File: src/hdl/regacc_pkg.sv
package regacc_pkg;
  // ------------------------------------------------------------
  // Register map
  // ------------------------------------------------------------
  localparam logic [6:0] ADDR_IDENT_VALUE = 7'h00;
  localparam logic [6:0] ADDR_IDENT_SELECT = 7'h01;
  localparam logic [6:0] ADDR_UART_RATE = 7'h79;
  localparam logic [31:0] RATE_9600_CODE = 32'h0000_9600;
  localparam logic [31:0] RATE_115200_CODE = 32'h0011_5200;
  localparam logic [31:0] RATE_921600_CODE = 32'h0092_1600;
  localparam logic [31:0] RATE_3M_CODE = 32'h0300_0000;
  localparam logic [31:0] UART_RATE_RESET = RATE_9600_CODE;
  localparam logic [31:0] IDENT_SELECT_RESET = 32'h0000_0000;
  // Identification words; values are arbitrary
  localparam logic [31:0] IDENT_WORD0 = 32'h1234_5678;
  localparam logic [31:0] IDENT_WORD1 = 32'h0000_0001;
  localparam logic [31:0] IDENT_WORD2 = 32'h0000_0000;
  // ------------------------------------------------------------
  // Datagram layout
  // ------------------------------------------------------------
  localparam int DGRAM_BITS = 40;
  localparam int FLAG_POS = 39;
  localparam int ADDR_MSB = 38;
  localparam int ADDR_LSB = 32;
  localparam int DATA_MSB = 31;
  localparam int UART_BYTES = 5;
  // ------------------------------------------------------------
  // Timing
  // ------------------------------------------------------------
  localparam longint CLK_HZ = 125000000;
  localparam longint TIMEOUT_MS = 1000;
  localparam longint TIMEOUT_CYCLES = CLK_HZ * TIMEOUT_MS / 1000;
  localparam logic [15:0] DIV_9600 = 16'(CLK_HZ / 9600);
  localparam logic [15:0] DIV_115200 = 16'(CLK_HZ / 115200);
  localparam logic [15:0] DIV_921600 = 16'(CLK_HZ / 921600);
  localparam logic [15:0] DIV_3M = 16'(CLK_HZ / 3000000);
  typedef struct packed {
    logic wr;
    logic [6:0] addr;
    logic [31:0] data;
  } reg_req_t;
endpackage : regacc_pkg

File: src/hdl/dual_port_register_access.sv
`timescale 1ns/1ps
module dual_port_register_access
  import regacc_pkg::*;
#(
  parameter longint TIMEOUT_LIMIT = TIMEOUT_CYCLES
)(
  input wire logic mclk,
  input wire logic rst_n,
  input wire logic chip_select_n,
  input wire logic sck,
  input wire logic mosi,
  output logic miso,
  input wire logic uart_rxd,
  output logic uart_txd
);
  // ------------------------------------------------------------
  // Input synchronisers
  // ------------------------------------------------------------
  logic [3:0] sync1_q;
  logic [3:0] sync2_q;
  always_ff @(posedge mclk) begin
    if (!rst_n) begin
      sync1_q <= 4'hF;
      sync2_q <= 4'hF;
    end else begin
      sync1_q <= {chip_select_n, sck, mosi, uart_rxd};
      sync2_q <= sync1_q;
    end
  end
  logic sck_prev_q;
  wire cs_n_s = sync2_q[3];
  wire sck_s = sync2_q[2];
  wire mosi_s = sync2_q[1];
  wire rxd_s = sync2_q[0];
  wire sck_rise = sck_s & ~sck_prev_q & ~cs_n_s;
  wire sck_fall = ~sck_s & sck_prev_q & ~cs_n_s;
  // ------------------------------------------------------------
  // Register bank
  // ------------------------------------------------------------
  logic [31:0] ident_select_q;
  logic [31:0] uart_rate_q;
  logic [15:0] bit_div_q;
  reg_req_t spi_wr;
  reg_req_t uart_wr;
  logic spi_wr_go;
  logic uart_wr_go;
  function automatic logic [31:0] read_reg(input logic [6:0] a, input logic [31:0] sel,
                                           input logic [31:0] rate);
    logic [31:0] r;
    r = 32'h0000_0000;
    unique case (a)
      ADDR_IDENT_VALUE: begin
        unique case (sel)
          32'h0000_0000: r = IDENT_WORD0;
          32'h0000_0001: r = IDENT_WORD1;
          default: r = IDENT_WORD2;
        endcase
      end
      ADDR_IDENT_SELECT: r = sel;
      ADDR_UART_RATE: r = rate;
      default: r = 32'h0000_0000;
    endcase
    return r;
  endfunction : read_reg
  wire rate_code_ok = (uart_wr.data == RATE_9600_CODE) || (uart_wr.data == RATE_115200_CODE)
                   || (uart_wr.data == RATE_921600_CODE) || (uart_wr.data == RATE_3M_CODE);
  wire spi_rate_ok = (spi_wr.data == RATE_9600_CODE) || (spi_wr.data == RATE_115200_CODE)
                  || (spi_wr.data == RATE_921600_CODE) || (spi_wr.data == RATE_3M_CODE);
  // Serial port wins a same-cycle collision; the other write still lands on other regs
  wire spi_rate_wr = spi_wr_go && spi_wr.addr == ADDR_UART_RATE && spi_rate_ok;
  wire uart_rate_wr = uart_wr_go && uart_wr.addr == ADDR_UART_RATE && rate_code_ok;
  wire spi_sel_wr = spi_wr_go && spi_wr.addr == ADDR_IDENT_SELECT;
  wire uart_sel_wr = uart_wr_go && uart_wr.addr == ADDR_IDENT_SELECT;
  wire [31:0] new_rate = spi_rate_wr ? spi_wr.data : uart_wr.data;
  logic [15:0] div_d;
  always_comb begin
    unique case (uart_rate_q)
      RATE_115200_CODE: div_d = DIV_115200;
      RATE_921600_CODE: div_d = DIV_921600;
      RATE_3M_CODE: div_d = DIV_3M;
      default: div_d = DIV_9600;
    endcase
  end
  always_ff @(posedge mclk) begin
    if (!rst_n) begin
      ident_select_q <= IDENT_SELECT_RESET;
      uart_rate_q <= UART_RATE_RESET;
      bit_div_q <= DIV_9600;
    end else begin
      bit_div_q <= div_d;
      if (spi_rate_wr || uart_rate_wr) begin
        uart_rate_q <= new_rate;
      end
      if (spi_sel_wr) begin
        ident_select_q <= spi_wr.data;
      end else if (uart_sel_wr) begin
        ident_select_q <= uart_wr.data;
      end
    end
  end
  // ------------------------------------------------------------
  // Serial peripheral port
  // ------------------------------------------------------------
  logic [5:0] spi_cnt_q;
  logic [DGRAM_BITS-1:0] spi_in_q;
  logic [31:0] spi_out_q;
  wire [DGRAM_BITS-1:0] spi_in_d = {spi_in_q[DGRAM_BITS-2:0], mosi_s};
  wire spi_addr_done = sck_rise && spi_cnt_q == 6'd7;
  wire spi_last = sck_rise && spi_cnt_q == 6'(DGRAM_BITS - 1);
  wire [31:0] spi_rd = read_reg(spi_in_d[6:0], ident_select_q, uart_rate_q);
  always_ff @(posedge mclk) begin
    sck_prev_q <= sck_s;
    spi_wr_go <= 1'b0;
    if (!rst_n) begin
      spi_cnt_q <= 6'h00;
      spi_in_q <= '0;
      spi_out_q <= 32'h0000_0000;
      miso <= 1'b0;
      spi_wr <= '0;
      sck_prev_q <= 1'b1;
    end else if (cs_n_s) begin
      spi_cnt_q <= 6'h00;
    end else begin
      if (sck_rise) begin
        spi_in_q <= spi_in_d;
        spi_cnt_q <= spi_cnt_q + 6'h01;
      end
      if (spi_addr_done) begin
        spi_out_q <= spi_rd;
      end
      if (sck_fall && spi_cnt_q >= 6'd8 && spi_cnt_q < 6'(DGRAM_BITS)) begin
        miso <= spi_out_q[31];
        spi_out_q <= {spi_out_q[30:0], 1'b0};
      end else if (sck_fall && spi_cnt_q < 6'd8) begin
        miso <= 1'b0;
      end
      if (spi_last && spi_in_q[FLAG_POS-1]) begin
        spi_wr <= '{wr: 1'b1, addr: spi_in_q[ADDR_MSB-1:ADDR_LSB-1],
                    data: spi_in_d[DATA_MSB:0]};
        spi_wr_go <= 1'b1;
      end
    end
  end
  // ------------------------------------------------------------
  // UART port
  // ------------------------------------------------------------
  logic rx_valid;
  logic [7:0] rx_byte;
  logic tx_busy;
  logic tx_start_q;
  logic [7:0] tx_byte_q;
  logic [2:0] rx_cnt_q;
  logic [2:0] tx_cnt_q;
  logic [DGRAM_BITS-1:0] u_sh_q;
  logic [31:0] to_q;
  logic [DGRAM_BITS-1:0] reply_q;
  typedef enum logic [1:0] {U_RX, U_TX, U_WAIT} ustate_t;
  ustate_t ust_q;
  uart_char u_char (
    .mclk(mclk),
    .rst_n(rst_n),
    .bit_div(bit_div_q),
    .rxd_s(rxd_s),
    .rx_valid(rx_valid),
    .rx_byte(rx_byte),
    .tx_start(tx_start_q),
    .tx_byte(tx_byte_q),
    .tx_busy(tx_busy),
    .txd(uart_txd)
  );
  wire [DGRAM_BITS-1:0] u_full = {u_sh_q[DGRAM_BITS-9:0], rx_byte};
  wire [31:0] u_rd = read_reg(u_full[ADDR_MSB:ADDR_LSB], ident_select_q, uart_rate_q);
  wire timed_out = (to_q == 32'(TIMEOUT_LIMIT));
  always_ff @(posedge mclk) begin
    uart_wr_go <= 1'b0;
    tx_start_q <= 1'b0;
    if (!rst_n) begin
      ust_q <= U_RX;
      rx_cnt_q <= 3'h0;
      tx_cnt_q <= 3'h0;
      u_sh_q <= '0;
      to_q <= 32'h0000_0000;
      reply_q <= '0;
      tx_byte_q <= 8'h00;
      uart_wr <= '0;
    end else begin
      unique case (ust_q)
        U_RX: begin
          if (rx_valid) begin
            to_q <= 32'h0000_0000;
            u_sh_q <= u_full;
            rx_cnt_q <= rx_cnt_q + 3'h1;
            if (rx_cnt_q == 3'(UART_BYTES - 1)) begin
              rx_cnt_q <= 3'h0;
              uart_wr <= '{wr: u_full[FLAG_POS], addr: u_full[ADDR_MSB:ADDR_LSB],
                           data: u_full[DATA_MSB:0]};
              uart_wr_go <= u_full[FLAG_POS];
              // Write reply content is meaningless, echo the frame
              reply_q <= u_full[FLAG_POS] ? u_full : {u_full[39:32], u_rd};
              tx_cnt_q <= 3'h0;
              ust_q <= U_TX;
            end
          end else if (rx_cnt_q != 3'h0) begin
            if (timed_out) begin
              rx_cnt_q <= 3'h0;
              to_q <= 32'h0000_0000;
            end else begin
              to_q <= to_q + 32'h0000_0001;
            end
          end
        end
        U_TX: begin
          if (!tx_busy && !tx_start_q) begin
            tx_byte_q <= reply_q[DGRAM_BITS-1:DGRAM_BITS-8];
            reply_q <= {reply_q[DGRAM_BITS-9:0], 8'h00};
            tx_start_q <= 1'b1;
            tx_cnt_q <= tx_cnt_q + 3'h1;
            ust_q <= U_WAIT;
          end
        end
        U_WAIT: begin
          if (!tx_busy && !tx_start_q) begin
            ust_q <= (tx_cnt_q == 3'(UART_BYTES)) ? U_RX : U_TX;
          end
        end
        default: ust_q <= U_RX;
      endcase
    end
  end
  // ------------------------------------------------------------
  // Checks
  // ------------------------------------------------------------
  a_rate_reset: assert property (@(posedge mclk) $rose(rst_n) |-> uart_rate_q == UART_RATE_RESET)
    else $error("rate not 9600 after reset");
  a_rate_legal: assert property (@(posedge mclk) disable iff (!rst_n)
    uart_wr_go && uart_wr.addr == ADDR_UART_RATE && !rate_code_ok && !spi_rate_wr
    |=> $stable(uart_rate_q)) else $error("illegal rate code taken");
  a_rate_only_wr: assert property (@(posedge mclk) disable iff (!rst_n)
    !spi_rate_wr && !uart_rate_wr |=> $stable(uart_rate_q))
    else $error("rate changed without write");
  a_spi_write: assert property (@(posedge mclk) disable iff (!rst_n)
    spi_wr_go |-> spi_cnt_q == 6'(DGRAM_BITS)) else $error("write before 40 bits");
  a_spi_frame: assert property (@(posedge mclk) disable iff (!rst_n)
    cs_n_s |=> spi_cnt_q == 6'h00) else $error("count not cleared by select");
  a_uart_timeout: assert property (@(posedge mclk) disable iff (!rst_n)
    ust_q == U_RX && timed_out && !rx_valid |=> rx_cnt_q == 3'h0)
    else $error("partial frame kept after timeout");
  a_uart_reply: assert property (@(posedge mclk) disable iff (!rst_n)
    ust_q == U_RX && rx_valid && rx_cnt_q == 3'h4 |=> ust_q == U_TX)
    else $error("no reply after five bytes");
  a_ident_sel: assert property (@(posedge mclk) disable iff (!rst_n)
    spi_sel_wr |=> ident_select_q == $past(spi_wr.data)) else $error("select not stored");
endmodule : dual_port_register_access

File: src/hdl/uart_char.sv
`timescale 1ns/1ps
module uart_char
  import regacc_pkg::*;
(
  input wire logic mclk,
  input wire logic rst_n,
  input wire logic [15:0] bit_div,
  input wire logic rxd_s,
  output logic rx_valid,
  output logic [7:0] rx_byte,
  input wire logic tx_start,
  input wire logic [7:0] tx_byte,
  output logic tx_busy,
  output logic txd
);
  // ------------------------------------------------------------
  // Receiver: 1 start, 8 data, 1 stop, no parity
  // ------------------------------------------------------------
  logic [15:0] rcnt_q;
  logic [3:0] rbit_q;
  logic rbusy_q;
  logic [8:0] rsh_q;
  logic [15:0] tcnt_q;
  logic [3:0] tbit_q;
  logic [9:0] tsh_q;
  wire rtick = (rcnt_q == 16'h0000);
  wire ttick = (tcnt_q == 16'h0000);
  always_ff @(posedge mclk) begin
    rx_valid <= 1'b0;
    if (!rst_n) begin
      rbusy_q <= 1'b0;
      rcnt_q <= 16'h0000;
      rbit_q <= 4'h0;
      rsh_q <= 9'h000;
      rx_byte <= 8'h00;
    end else if (!rbusy_q) begin
      if (!rxd_s) begin
        // Sample mid-bit to tolerate rate error
        rbusy_q <= 1'b1;
        rcnt_q <= bit_div >> 1;
        rbit_q <= 4'h0;
      end
    end else if (rtick) begin
      rcnt_q <= bit_div - 16'h0001;
      if (rbit_q == 4'h0 && rxd_s) begin
        rbusy_q <= 1'b0;
      end else if (rbit_q == 4'h9) begin
        rbusy_q <= 1'b0;
        rx_valid <= rxd_s;
        rx_byte <= rsh_q[8:1];
      end else begin
        rsh_q <= {rxd_s, rsh_q[8:1]};
        rbit_q <= rbit_q + 4'h1;
      end
    end else begin
      rcnt_q <= rcnt_q - 16'h0001;
    end
  end
  // ------------------------------------------------------------
  // Transmitter
  // ------------------------------------------------------------
  always_ff @(posedge mclk) begin
    if (!rst_n) begin
      tx_busy <= 1'b0;
      txd <= 1'b1;
      tcnt_q <= 16'h0000;
      tbit_q <= 4'h0;
      tsh_q <= 10'h3FF;
    end else if (!tx_busy) begin
      txd <= 1'b1;
      if (tx_start) begin
        tx_busy <= 1'b1;
        tsh_q <= {1'b1, tx_byte, 1'b0};
        tbit_q <= 4'h0;
        tcnt_q <= 16'h0000;
      end
    end else if (ttick) begin
      tcnt_q <= bit_div - 16'h0001;
      if (tbit_q == 4'hA) begin
        tx_busy <= 1'b0;
      end else begin
        txd <= tsh_q[0];
        tsh_q <= {1'b1, tsh_q[9:1]};
        tbit_q <= tbit_q + 4'h1;
      end
    end else begin
      tcnt_q <= tcnt_q - 16'h0001;
    end
  end
endmodule : uart_char

File: config.mk
export PLATFORM = sky130hd
export DESIGN_NAME = dual_port_register_access
export DESIGN_NICKNAME = d
export VERILOG_FILES = /design/src/hdl/regacc_pkg.sv /design/src/hdl/dual_port_register_access.sv /design/src/hdl/uart_char.sv
export SDC_FILE = /design/constraint.sdc
export NUM_CORES = 1
export LEC_CHECK = 0
export BUFFER_PORTS_ARGS = -buffer_cell sky130_fd_sc_hd__buf_4
export CAP_MARGIN = 20
export CORE_UTILIZATION = 45
export DETAILED_ROUTE_END_ITERATION = 8
export GPL_TIMING_DRIVEN = 0
export PLACE_DENSITY_LB_ADDON = 0.12
export SYNTH_ARGS = -nofsm -noshare
export SYNTH_HDL_FRONTEND = slang
export SYNTH_SLANG_ARGS = --single-unit
export TNS_END_PERCENT = 10
File: constraint.sdc
create_clock -name mclk -period 2.9 [get_ports mclk]
set_input_delay 0.58 -clock mclk [delete_from_list [all_inputs] [get_ports mclk]]
set_output_delay 0.58 -clock mclk [all_outputs]
set_load 0.02 [all_outputs]
==> flow_summary.yaml <==
logic_synthesis:
  ys_warn_count: 0
  synth_commonest_cells: "nand2_1, dfxtp_1, a21oi_1"
  synth-seq-area-share: 0.4536
  syn_inst: 2342
  synth_edf_count: 0
  synth.area.top_cells: "dfxtp_1, nand2_1, a21oi_1"
  synth_cell_types: 78
  synth.largest_area_cell: "dfxtp_1"
  yosysMostFrequentCell: "nand2_1"
  syn_area_sq_um: 18980
  synth_fp_nets: 2365
  avgSynthCellArea_sq_um: 8.103
  async_flop_share: 0
  synth_top_area_share: 0.4536
  synth_flop_cell: "dfxtp_1"
  ys_seq_elements: 430
routing:
  vias: 17470
  route.met2.wl_um: 27290
  drt-met1-wl_um: 26810
  viasPerCell: 5.887
  top_layer: "met4"
  dr.pass1.iters: 6
  antenna_left: 0
  routed_wl_um: 60180
  wl_per_cell_um: 20.27
  drtIter0Drc: 1720
  routed-wl-met3_um: 3739
  drc: 0
worst_setup_path:
  r2r_start: "spi_in_q[0]"
  cp-end-kind: "flop"
  critPathRequiredTime_ns: 3.41
  reg2reg_slack_ns: 0.15
  ff2ff_path_depth: 8
  reg2reg_to: "spi_out_q[8]"
  worstPathMaxFanout: 10
  cp-start-kind: "input port"
  worstSetupPathType: "in -> reg"
  critPathArrivalTime_ns: 3.29
placed_design:
  numPlacedInstances: 2881
  port_buffers: 6
  gp_congestion: 0.9425
  place_area_sq_um: 19690
  dpl.hpwl_um: 44560
die:
  initial_core_util: 0.4606
  core_area_sq_um: 41200
  die_y_um: 207.4
  die_w_um: 207.4
  top_level_ports: 8
  die-area_sq_um: 43000
  rows: 74
cts:
  cts_tree: "yes"
  htree_levels: 2
  cts_buffer_depth: 3
  clk_pin_slew_ns: 0.06
  root_buffer: "clkbuf_16"
  postCtsSetupBuffers: 0
  clk_latency_ns: 0.59
  cts_buffers: 47
  ctsHoldBuffers: 0
  clock_sinks: 430
run:
  cap_viol_max_count: 0
sta:
  finalSetupViolCount: 0
  hold_viol_final: 0
  fmax_mhz: 360.1
  fin_skew_ns: 0.02145
  rsz0062_at_grt: "yes"
  post-route-min-period_ns: 2.777
  fin_hold_ws_ns: 0.1711
  slew_violations: 0
  relSlewSlack: 0.2515
  finalCritPeriodShare: 0.9577
  worstMarginPinSlew_ns: 1.123
layout:
  final_cells: 2968
  postLayoutCellArea_sq_um: 21300
  num_antenna_cells: 0
  nets: 2421
  layout-drive-gt1-share: 0.05870
  postLayoutCoreUtil: 0.5169
  area_delta_synth_final_pct: 12.22
grt:
  grt_usage: 0.2756
  grt_max_degree: 14
  grt_pass1_vias: 16210
  grt_pass1_wl_um: 93340
  antenna_found_initial: 1
  grt_overflow_total: 0
min_path:
  hp-start: "mosi"
  min_path_cells: 2
  min_path_type: "in -> reg"
  hold_end: "sync1_q[1]"
pwr:
  p_leak_uw: 0.007151
  peakVddDrop_uv: 484.1
  powerDensity_nw_per_um2: 594.0
status:
  status: "complete, no violations"
worst max path at each step:
stage                     slack (ns)             start  depth (start not counted)                 to
after floorplan                 0.70  u_char.rcnt_q[7]                          9  u_char.rx_byte[6]
after global placement         -0.46             rst_n                          5    uart_rate_q[16]
after detailed placement       -0.46             rst_n                          5    uart_rate_q[14]
after CTS                       0.05   u_char.rx_valid                          7         reply_q[9]
after global routing           -0.02          ust_q[1]                          8        reply_q[13]
final                           0.12             rst_n                          5    uart_rate_q[14]
stage by stage:
| stage | power [uW] | setup WS (ns) | TNS [ns] |
|---|---|---|---|
| after floorplan | 6424 | 0.6991 | 0 |
| after global placement | 6572 | -0.4565 | -15.56 |
| after detailed placement | 6578 | -0.4598 | -11.05 |
| after CTS | 12730 | 0.04667 | 0 |
| after global routing | 13010 | -0.01806 | -0.02676 |
| final | 12650 | 0.1227 | 0 |
placed cells by master, fill, tap and decap left out, drive strengths merged, types with 36 or more instances in the layout:
cell type	n
o21ai	87
nor4	41
nand2	473
xor2	37
a211oi	40
a21oi	245
mux2i	46
clkbuf	211
nor3	36
nand3	99
nor2	180
dfxtp	430
cell families after synthesis:
logic type | synth area share
buffers and inverters | 0.04081
multiplexers | 0.03138
AND/OR/NAND/NOR | 0.2545
adder cells (fa/ha/maj) | 0.01121
flip-flops | 0.4536
XOR/XNOR | 0.02400
AO/OA/AOI/OAI | 0.1845
sequential cells by signal (all words and copies together) (netlist names), 3 cells and up:
| signal | count |
|---|---|
| bit_div_q | 9 |
| ident_select_q | 32 |
| reply_q | 40 |
| rx_cnt_q | 3 |
| spi_cnt_q | 6 |
| spi_in_q | 39 |
| spi_out_q | 32 |
| spi_wr | 39 |
| sync1_q | 4 |
| sync2_q | 4 |
| to_q | 32 |
| tx_byte_q | 8 |
| tx_cnt_q | 3 |
| u_char.rbit_q | 4 |
| u_char.rcnt_q | 16 |
| u_char.rsh_q | 8 |
| u_char.rx_byte | 8 |
| u_char.tbit_q | 4 |
| u_char.tcnt_q | 16 |
| u_char.tsh_q | 9 |
| u_sh_q | 32 |
| uart_rate_q | 32 |
| uart_wr | 39 |
layout make-up:
class	instances	area (sq um)
buffer	162	659.4
clock buffer	66	1380
inverter	31	116.4
tap	532	665.6
timing repair buffer	7	50.05
clock inverter	21	207.7
sequential	430	8608
fill	4019	19900
multi-input combinational	1719	9610
power by group:
part | internal (uW) | switching, uW | total, uW | leakage, uW
combinational | 148 | 358 | 506 | 0.00289
sequential | 5930 | 27.9 | 5960 | 0.00347
clock | 3670 | 2520 | 6190 | 0.000797
total | 9750 | 2900 | 12700 | 0.00715
routing by layer:
layer	vias to the layer above	global-route usage
met1	8268	0.3673
met2	613	0.4455
li1	8450	-
met5	-	0
met3	142	0.04009
met4	0	0.1163
critical path, cell delays in order:
cell and delay, ns:
clkbuf_1 0.61, clkbuf_1 0.80, clkbuf_1 0.80, o21ai_0 0.29
a21oi_1 0.20
timing repair:
item,CTS,global route
hold endpoints to repair,0,0
endpoints found under the setup margin,0,40
resized for setup,0,5
No activity file was read; power rests on OpenSTA's default activity.
